--- config.mk ---
export PLATFORM = sky130hd
export DESIGN_NAME = usm_sync_master
export DESIGN_NICKNAME = d
export VERILOG_FILES = /design/src/usm_pkg.sv /design/src/usm_sync_master.sv
export SDC_FILE = /design/constraint.sdc
export NUM_CORES = 1
export LEC_CHECK = 0
export ABC_AREA = 1
export ABC_CLOCK_PERIOD_IN_PS = 2400
export BUFFER_PORTS_ARGS = -buffer_cell sky130_fd_sc_hd__clkbuf_2
export CAP_MARGIN = 10
export CORE_MARGIN = 1.5
export CORE_UTILIZATION = 52
export DETAILED_ROUTE_END_ITERATION = 6
export GPL_TIMING_DRIVEN = 0
export PLACE_DENSITY = 0.77
export SLEW_MARGIN = 20
export SYNTH_ARGS = -nofsm -noshare
export SYNTH_HDL_FRONTEND = slang
export SYNTH_SLANG_ARGS = --single-unit
--- constraint.sdc ---
create_clock -name clk -period 2.4 [get_ports clk]
set_input_delay 0.24 -clock clk [delete_from_list [all_inputs] [get_ports clk]]
set_output_delay 0.24 -clock clk [all_outputs]
set_load 0.005 [all_outputs]
--- src/usm_pkg.sv ---
// Purpose: Constants and state types for the synchronous master port.
// Assumes: Registers are 8 bits wide and sit in the low byte of a word.
// Notes:   Register byte address is four times the register index.
`default_nettype none
package usm_pkg;
  // Register indices.
  localparam logic [7:0] IDX_IRQ_FLAGS   = 8'h0C;
  localparam logic [7:0] IDX_RX_CTRL     = 8'h18;
  localparam logic [7:0] IDX_TX_BUF      = 8'h19;
  localparam logic [7:0] IDX_RX_BUF      = 8'h1A;
  localparam logic [7:0] IDX_IRQ_ENABLES = 8'h8C;
  localparam logic [7:0] IDX_TX_CTRL     = 8'h98;
  localparam logic [7:0] IDX_BAUD_DIV    = 8'h99;

  // Flag and enable bit positions.
  localparam int BIT_RX_FULL   = 5;
  localparam int BIT_TX_EMPTY  = 4;
  // Receive status and control bits.
  localparam int BIT_PORT_EN   = 7;
  localparam int BIT_RX_NINE   = 6;
  localparam int BIT_SINGLE_RX = 5;
  localparam int BIT_CONT_RX   = 4;
  localparam int BIT_OVERRUN   = 1;
  localparam int BIT_RX_NINTH  = 0;
  // Transmit status and control bits.
  localparam int BIT_CLK_SRC   = 7;
  localparam int BIT_TX_NINE   = 6;
  localparam int BIT_TX_EN     = 5;
  localparam int BIT_SYNC_SEL  = 4;
  localparam int BIT_SHIFT_MT  = 1;
  localparam int BIT_TX_NINTH  = 0;

  localparam logic [3:0] LAST_BIT_8  = 4'h7;
  localparam logic [3:0] LAST_BIT_9  = 4'h8;
  localparam logic [1:0] FIFO_DEPTH  = 2'h2;
  localparam logic [7:0] RESET_BYTE  = 8'h00;
  localparam logic [8:0] RESET_WORD  = 9'h000;

  typedef enum logic [1:0] {LINK_IDLE, LINK_SEND, LINK_RECV} usm_mode_t;

  typedef struct packed {
    logic            dtSync1;
    logic            dtSync2;
    logic            ack;
    logic [7:0]      rdata;
    logic            portEn;
    logic            rxNine;
    logic            singleRx;
    logic            contRx;
    logic            overrun;
    logic            clkSrc;
    logic            txNine;
    logic            transmit_enable;
    logic            syncSel;
    logic            txNinth;
    logic            tx_irq_enable;
    logic            rxIe;
    logic [7:0]      baudDiv;
    logic [7:0]      txBuf;
    logic            txBufFull;
    logic [8:0]      txShift;
    logic            txFull;
    logic [3:0]      txCnt;
    logic [8:0]      rxShift;
    logic [3:0]      rxCnt;
    logic            ck;
    logic            dtOut;
    logic [7:0]      baud_generator;
    logic [1:0][8:0] fifo;
    logic            rdPtr;
    logic [1:0]      fifoCnt;
    usm_mode_t       mode;
  } usm_state_t;
endpackage
`default_nettype wire

--- src/usm_sync_master.sv ---
// Purpose: Synchronous master serial port with Avalon-MM register access.
// Assumes: Slave on the link is clocked by the shift clock driven here.
// Notes:   Shift clock idles low; bits go out least significant first.
//          A reception in mid-word pauses that word; it resumes where it
//          stopped, so the far side sees one stretched word.
//
// What this block does
// - Half duplex; receiving blocks sending, while sending never blocks receiving.
// - Sync select and port enable turn the pins into clock and data.
// - Clock source bit selects master; device drives the shift clock.
// - Shifter loads from buffer whenever it is empty and sending, leaving buffer empty.
// - Buffer empty flag sets on emptying; clears on a buffer write or when transmit enable clears.
// - Read-only shifter empty status reads one while shifter is empty.
// - Shifting starts once buffer holds data; bits change on rising edge.
// - Baud generator held in reset unless some enable set; starts at once.
// - Clearing transmit enable aborts, resets transmitter, releases the data pin, and the clock pin unless receiving.
// - Receive enable during sending pauses it and releases the data pin.
// - Single receive clears itself; transmission then resumes if enabled.
// - Either receive enable starts reception; data sampled on falling edge.
// - Single captures one word, continuous keeps going and takes precedence.
// - Completed word enters receive buffer; flag clears when buffer read empty.
// - Two-entry receive FIFO; a third word when full sets overrun, discarded.
// - Overrun blocks FIFO transfers; clearing continuous receive clears it.
// - Ninth bit buffered with each byte; buffer read advances both.
// - Interrupt request only when a flag and its enable are both set.
//
// Design decision made here: register access over Avalon-MM.
`timescale 1ns/1ps
`default_nettype none
module usm_sync_master (
  input  wire logic        clk,               // 200 MHz system clock
  input  wire logic        nrst,              // Asynchronous reset, low
  input  wire logic        ce,                // Clock enable, freezes state
  input  wire logic [9:0]  avs_address,       // Byte address
  input  wire logic        avs_read,          // Read request
  input  wire logic        avs_write,         // Write request
  input  wire logic [3:0]  avs_byteenable,    // Byte lanes
  input  wire logic [31:0] avs_writedata,     // Write data
  output logic      [31:0] avs_readdata,      // Read data
  output logic             avs_waitrequest,   // Stall request
  output logic             shiftClockOut,     // Shift clock level
  output logic             shiftClockOe,      // Shift clock driven
  input  wire logic        serialDataIn,      // Data pin level
  output logic             serialDataOut,     // Data pin drive level
  output logic             serialDataOe,      // Data pin driven
  output logic             irq                // Interrupt request
);

  // The whole port is one record: q is registered, s is its next value.
  usm_pkg::usm_state_t q;
  usm_pkg::usm_state_t s;

  logic       active;
  logic       rxOn;
  logic       txOn;
  logic       runBrg;
  logic       tick;
  logic       req;
  logic       take;
  logic [7:0] idx;
  logic [7:0] wbyte;
  logic [7:0] rdVal;
  logic [8:0] head;
  logic [3:0] txLast;
  logic [3:0] rxLast;
  logic [8:0] word;
  logic       wrIdx;
  logic       rxFlag;
  logic       txFlag;

  always_comb
  begin
    s       = q;
    word    = usm_pkg::RESET_WORD;
    wrIdx   = 1'b0;
    tick    = 1'b0;
    idx     = avs_address[9:2];
    wbyte   = avs_writedata[7:0];
    req     = avs_read | avs_write;
    take    = req & q.ack;
    head    = q.fifo[q.rdPtr];
    rxFlag  = (q.fifoCnt != 2'h0);
    // Flag reads set after enable; rises whenever the buffer is empty.
    txFlag  = q.transmit_enable & ~q.txBufFull;
    active  = q.portEn & q.syncSel & q.clkSrc;
    rxOn    = active & (q.contRx | q.singleRx);
    txOn    = active & q.transmit_enable & ~rxOn;
    runBrg  = active & (q.transmit_enable | rxOn);
    txLast  = q.txNine ? usm_pkg::LAST_BIT_9 : usm_pkg::LAST_BIT_8;
    rxLast  = q.rxNine ? usm_pkg::LAST_BIT_9 : usm_pkg::LAST_BIT_8;

    // Two-stage synchroniser for the data pin.
    // The pin is seen two cycles late, so divisors below two read stale bits.
    s.dtSync1 = serialDataIn;
    s.dtSync2 = q.dtSync1;

    // Read data is prepared in the stalled cycle and stands when released.
    rdVal = usm_pkg::RESET_BYTE;
    case (idx)
      usm_pkg::IDX_IRQ_FLAGS:
      begin
        rdVal[usm_pkg::BIT_RX_FULL]  = rxFlag;
        rdVal[usm_pkg::BIT_TX_EMPTY] = txFlag;
      end
      usm_pkg::IDX_RX_CTRL:
      begin
        rdVal[usm_pkg::BIT_PORT_EN]   = q.portEn;
        rdVal[usm_pkg::BIT_RX_NINE]   = q.rxNine;
        rdVal[usm_pkg::BIT_SINGLE_RX] = q.singleRx;
        rdVal[usm_pkg::BIT_CONT_RX]   = q.contRx;
        rdVal[usm_pkg::BIT_OVERRUN]   = q.overrun;
        rdVal[usm_pkg::BIT_RX_NINTH]  = head[8];
      end
      usm_pkg::IDX_TX_BUF:      rdVal = q.txBuf;
      usm_pkg::IDX_RX_BUF:      rdVal = head[7:0];
      usm_pkg::IDX_IRQ_ENABLES:
      begin
        rdVal[usm_pkg::BIT_RX_FULL]  = q.rxIe;
        rdVal[usm_pkg::BIT_TX_EMPTY] = q.tx_irq_enable;
      end
      usm_pkg::IDX_TX_CTRL:
      begin
        rdVal[usm_pkg::BIT_CLK_SRC]  = q.clkSrc;
        rdVal[usm_pkg::BIT_TX_NINE]  = q.txNine;
        rdVal[usm_pkg::BIT_TX_EN]    = q.transmit_enable;
        rdVal[usm_pkg::BIT_SYNC_SEL] = q.syncSel;
        rdVal[usm_pkg::BIT_SHIFT_MT] = ~q.txFull;
        rdVal[usm_pkg::BIT_TX_NINTH] = q.txNinth;
      end
      usm_pkg::IDX_BAUD_DIV:    rdVal = q.baudDiv;
      default:                  rdVal = usm_pkg::RESET_BYTE;
    endcase

    // Every access stalls exactly one cycle while clock enable stays high.
    // One fixed wait cycle lets the read data come straight from a flop.
    s.ack = req & ~q.ack;
    if (req & ~q.ack)
    begin
      s.rdata = avs_read ? rdVal : usm_pkg::RESET_BYTE;
    end

    // Writes land at the edge that completes the access, one after the wait; other lanes are ignored.
    if (take & avs_write & avs_byteenable[0])
    begin
      case (idx)
        usm_pkg::IDX_RX_CTRL:
        begin
          s.portEn   = wbyte[usm_pkg::BIT_PORT_EN];
          s.rxNine   = wbyte[usm_pkg::BIT_RX_NINE];
          s.singleRx = wbyte[usm_pkg::BIT_SINGLE_RX];
          s.contRx   = wbyte[usm_pkg::BIT_CONT_RX];
          // Overrun clears when continuous receive is switched off.
          if (q.contRx & ~wbyte[usm_pkg::BIT_CONT_RX])
          begin
            s.overrun = 1'b0;
          end
        end
        // A write while the buffer is full replaces the unsent byte.
        usm_pkg::IDX_TX_BUF:
        begin
          s.txBuf     = wbyte;
          s.txBufFull = 1'b1;
        end
        usm_pkg::IDX_IRQ_ENABLES:
        begin
          s.rxIe = wbyte[usm_pkg::BIT_RX_FULL];
          s.tx_irq_enable = wbyte[usm_pkg::BIT_TX_EMPTY];
        end
        usm_pkg::IDX_TX_CTRL:
        begin
          s.clkSrc  = wbyte[usm_pkg::BIT_CLK_SRC];
          s.txNine  = wbyte[usm_pkg::BIT_TX_NINE];
          s.transmit_enable    = wbyte[usm_pkg::BIT_TX_EN];
          s.syncSel = wbyte[usm_pkg::BIT_SYNC_SEL];
          s.txNinth = wbyte[usm_pkg::BIT_TX_NINTH];
        end
        usm_pkg::IDX_BAUD_DIV:  s.baudDiv = wbyte;
        default:                s.baudDiv = q.baudDiv;
      endcase
    end

    // Reading the receive buffer advances data and ninth bit together.
    // The pop shares its cycle with the copy into the read data, so a word
    // landing during the wait cycle is never skipped unread.
    if (req & ~q.ack & avs_read & (idx == usm_pkg::IDX_RX_BUF) & rxFlag)
    begin
      s.rdPtr   = ~q.rdPtr;
      s.fifoCnt = q.fifoCnt - 2'h1;
    end

    // Baud generator: held at zero so the first tick comes at once.
    // Each half period of the shift clock lasts divisor plus one cycles.
    if (!runBrg)
    begin
      s.baud_generator = usm_pkg::RESET_BYTE;
      s.ck  = 1'b0;
    end
    else if (q.baud_generator == usm_pkg::RESET_BYTE)
    begin
      s.baud_generator = q.baudDiv;
      tick  = 1'b1;
    end
    else
    begin
      s.baud_generator = q.baud_generator - 8'h01;
    end

    // Turning transmit off resets the transmitter, buffer contents kept.
    if (!(active & q.transmit_enable))
    begin
      s.txFull = 1'b0;
      s.txCnt  = 4'h0;
    end
    // Reception only pauses the transmitter; it resumes afterwards.
    // A buffer written while the shifter is empty goes out at once.
    else if (txOn & ~q.txFull & s.txBufFull)
    begin
      s.txShift   = {q.txNinth, s.txBuf};
      s.txFull    = 1'b1;
      s.txBufFull = 1'b0;
      s.txCnt     = 4'h0;
    end

    // Leaving reception drops a half-shifted word; nothing of it is kept.
    if (!rxOn)
    begin
      s.rxCnt = 4'h0;
    end

    // While reception runs it owns the clock and the transmitter waits.
    if (tick & rxOn)
    begin
      // Clock pulses run for every received bit.
      if (!q.ck)
      begin
        s.ck = 1'b1;
      end
      else
      begin
        s.ck = 1'b0;
        s.rxShift[q.rxCnt] = q.dtSync2;
        if (q.rxCnt == rxLast)
        begin
          s.rxCnt = 4'h0;
          word    = q.rxNine ? s.rxShift : {1'b0, s.rxShift[7:0]};
          if (!q.overrun)
          begin
            if (s.fifoCnt == usm_pkg::FIFO_DEPTH)
            begin
              s.overrun = 1'b1;
            end
            else
            begin
              wrIdx         = s.rdPtr ^ s.fifoCnt[0];
              s.fifo[wrIdx] = word;
              s.fifoCnt     = s.fifoCnt + 2'h1;
            end
          end
          // Continuous wins; a single word ends the single request.
          if (!q.contRx)
          begin
            s.singleRx = 1'b0;
          end
        end
        else
        begin
          s.rxCnt = q.rxCnt + 4'h1;
        end
      end
    end
    // Data changes only at the rise, so it stands still around the fall.
    else if (tick & txOn & q.txFull)
    begin
      if (!q.ck)
      begin
        s.ck    = 1'b1;
        s.dtOut = q.txShift[q.txCnt];
      end
      else
      begin
        s.ck = 1'b0;
        if (q.txCnt == txLast)
        begin
          s.txFull = 1'b0;
          s.txCnt  = 4'h0;
        end
        else
        begin
          s.txCnt = q.txCnt + 4'h1;
        end
      end
    end

    // The mode is registered, so the data pin enable follows a cycle later.
    if (rxOn)
    begin
      s.mode = usm_pkg::LINK_RECV;
    end
    else if (txOn)
    begin
      s.mode = usm_pkg::LINK_SEND;
    end
    else
    begin
      s.mode = usm_pkg::LINK_IDLE;
    end
  end

  // Clock enable low freezes every field, the bus handshake included.
  always_ff @(posedge clk or negedge nrst)
  begin
    if (!nrst)
    begin
      q <= '0;
    end
    else if (ce)
    begin
      q <= s;
    end
  end

  always_comb
  begin
    avs_readdata    = {24'h000000, q.rdata};
    // A frozen port keeps the bus stalled so no access is reported done.
    avs_waitrequest = req & ~(q.ack & ce);
    shiftClockOut   = q.ck;
    // Clock pin stays an output while any enable keeps the master busy.
    shiftClockOe    = runBrg;
    serialDataOut   = q.dtOut;
    case (q.mode)
      usm_pkg::LINK_SEND: serialDataOe = 1'b1;
      usm_pkg::LINK_RECV: serialDataOe = 1'b0;
      usm_pkg::LINK_IDLE: serialDataOe = 1'b0;
      default:            serialDataOe = 1'b0;
    endcase
    irq = (rxFlag & q.rxIe) | (txFlag & q.tx_irq_enable);
  end

endmodule
`default_nettype wire

==> qor.yml <==
die_w_um: 108.4
initial_core_util: 0.5332
final_cell_mix: "nand2_1 (232), dfrtp_1 (100), inv_1 (66)"
r2r-start: "q[2]"
grt_antenna_before_repair: 0
cp-end-kind: "flop"
place_area_um2: 6259
wirelength_um: 14480
io_pins: 90
dr.pass1.iters: 5
cts_tree: "yes"
stdcell_area_um2: 6674
dpl.cell_count: 957
path_max_fanout: 6
worstPathRequired_ns: 2.66
timing.critical_path.from: "q[2]"
layout_min_cycle_time_ns: 2.300
swShare: 0.2347
p_sw_uw: 771.2
overflow: 0
outcome: "finished, final reports clean"
maxSlewViolCount: 0
combPwrFrac: 0.087
crit_arrival_ns: 2.56
max_stage_delay_ns: 0.41
synth.area.top_cells: "dfrtp_1 (43%), nand2_1 (15%), o21ai_0 (5.5%)"
finalNonFillerCells: 985
num_vias: 5144
cp_num_buf_inv: 6
worst_pin_slew_ns: 0.6371
detail-route-antenna-nets: 0
clkTransAtPathRegs_ns: 0.09
root_buffer: "clkbuf_8"
grt_use_total: 0.2602
maxCapViolCount: 0
synthCells: 757
num-nets-final: 901
power.total_uw: 3286
die_area_um2: 11760
finClkSkew_ns: 0.009419
netlist_area_um2: 5781
holdWs_ns: 0.07225
num_rows: 38
grt_pass1_wl_um: 23500
synth_top_area_frac: 0.4329
power_frac_clock: 0.391
clock_latency_ns: 0.37
cp_top_family: "simple AND/OR/NAND/NOR gates"
fin_crit_sh: 0.9584
regToRegSetupSlack_ns: 0.1
yosysTopAreaCell: "dfrtp_1"
post-route-util: 0.6157
ir_drop_uv: 394.9
htree_levels: 3
drc_errors: 0
fillCellCount: 976
synthArstFlopShare: 1.000
seqPwrFrac: 0.522
grt_max_degree: 76
gp_congestion: 0.9164
power.leakage_uw: 0.003363
post_drt_wl_per_cell_um: 14.70
rr_worst_depth: 17
p_int_uw: 2514
ys_seq_elements: 100
yosysSeqAreaShare: 0.4329
grt_pass1_vias: 4830
syn_area_per_cell_um2: 7.636
slew-limit-headroom: 0.5753
min_from: "serialDataIn"
worst_setup_path_start_kind: "flop"
yosys.cell_types.count: 47
fmax_mhz: 434.7
final-hold-violation-count: 0
io_buffers: 36
cts_made_buffers: 9
ys.flop_type: "dfrtp_1"
dp_hpwl_um: 10760
coreArea_um2: 10840
layout-drive-gt1-share: 0.1905
clock_path_buffers: 2
die_h_um: 108.4
setup_viol_count_final: 0
clock_sinks: 100
area_delta_synth_final_pct: 15.45
r2r_end: "q[22]"
hold_end: "q[99]"
hold_path_class: "input port to flop"
drt_iter0_markers: 432
power_density_nw_per_um2: 492.3
min_path_cells: 3
critical_path.cell_chain: "inv_2, ha_4, inv_2, nand2_1, nor2_2, nand3_2, buf_4, nand2_1, nand2_2, inv_2, ha_4, nor4_4, buf_6, nand3b_4, buf_8, nand2_1, o21ai_2"
critPathKind: "flop to flop"
cp_slowest_cell: "dfrtp_1"
yosysWarnings: 0
vias_per_cell: 5.222
synth_edf_count: 0
final_common_cell: "nand2_1"
num_antenna_cells: 0
[sequential cells by signal, indices dropped and copies added (netlist names)]
signal	cells
q	90
avs_readdata	8
serialDataOut	1
shiftClockOut	1
[cells by family after synthesis]
family | after synthesis | synth area share
simple gates | 372 | 0.2965
compound gates | 139 | 0.1297
buf+inv | 130 | 0.1119
flops | 100 | 0.4329
fa+ha+maj | 8 | 0.01732
xor+xnor | 6 | 0.009091
other cells | 1 | 0.0006487
mux | 1 | 0.001948
[stage by stage]
step | setup WS (ns) | TNS, ns
2_1_floorplan | 0.02830 | 0
3_3_place_gp | -0.3402 | -19.54
3_5_place_dp | -0.3907 | -6.140
4_1_cts | 0.02537 | 0
5_1_grt | -0.01117 | -0.02666
6_report | 0.09980 | 0
[power groups by stage]
| stage | combinational [uW] | clock (uW) | sequential, uW |
|---|---|---|---|
| floorplan | 152 | 0 | 1740 |
| global placement | 244 | 0 | 1750 |
| detailed placement | 257 | 0 | 1750 |
| CTS | 266 | 1310 | 1710 |
| global route | 322 | 1360 | 1720 |
| finish | 286 | 1280 | 1720 |
[area by class of cell]
class	count	area [um2]	area share
multi-input cells	551	2770	0.4151
flip-flops and latches	100	2502	0.3750
plain buffers	50	347.8	0.05212
repair buffers	49	337.8	0.05062
inverters	80	302.8	0.04537
well taps	140	175.2	0.02625
clock buffers	10	137.6	0.02062
clock inverters	5	100.1	0.01500
[metal layers]
metal  global-route usage  vias to the layer above  part of all wire
li1                     -                     2548                 -
met1               0.3423                     2401              0.43
met2               0.4214                      168              0.49
met3              0.04400                       27             0.055
met4               0.1165                        0             0.033
met5                    0                        -                 0
[timing repair]
action                                 in CTS  in global routing
endpoints found under the hold margin      25                  0
cloned                                      2                  1
setup endpoints to repair                  18                 18
setup buffers                               5                  4
pin swaps                                   3                  2
gates resized for setup                     5                 14
hold buffers                                1                  0
[worst max path at each step]
stage | depth (start not counted) | endpoint | slack (ns)
final | 17 | q[22] | 0.1
after global routing | 17 | q[22] | -0.01
after CTS | 15 | q[22] | 0.03
after detailed placement | 14 | q[22] | -0.39
after global placement | 14 | q[13] | -0.34
after floorplan | 14 | q[22] | 0.03
[tightest hold or removal path: stages]
cell      delay [ns]
clkbuf_2        0.08
nand2_1         0.04
nand2_1         0.05
[Yosys cell counts, drive strengths merged (2+ instances only)]
| master | n |
|---|---|
| xor2 | 5 |
| nor3 | 3 |
| inv | 79 |
| o22ai | 2 |
| dfrtp | 100 |
| clkbuf | 7 |
| nand3 | 57 |
| o211ai | 3 |
| nor2 | 64 |
| o21ai | 111 |
| or2 | 2 |
| nand3b | 2 |
| a21oi | 18 |
| nand4 | 6 |
| ha | 8 |
| buf | 43 |
| nand2 | 235 |
No activity file was read; power rests on OpenSTA's default activity.
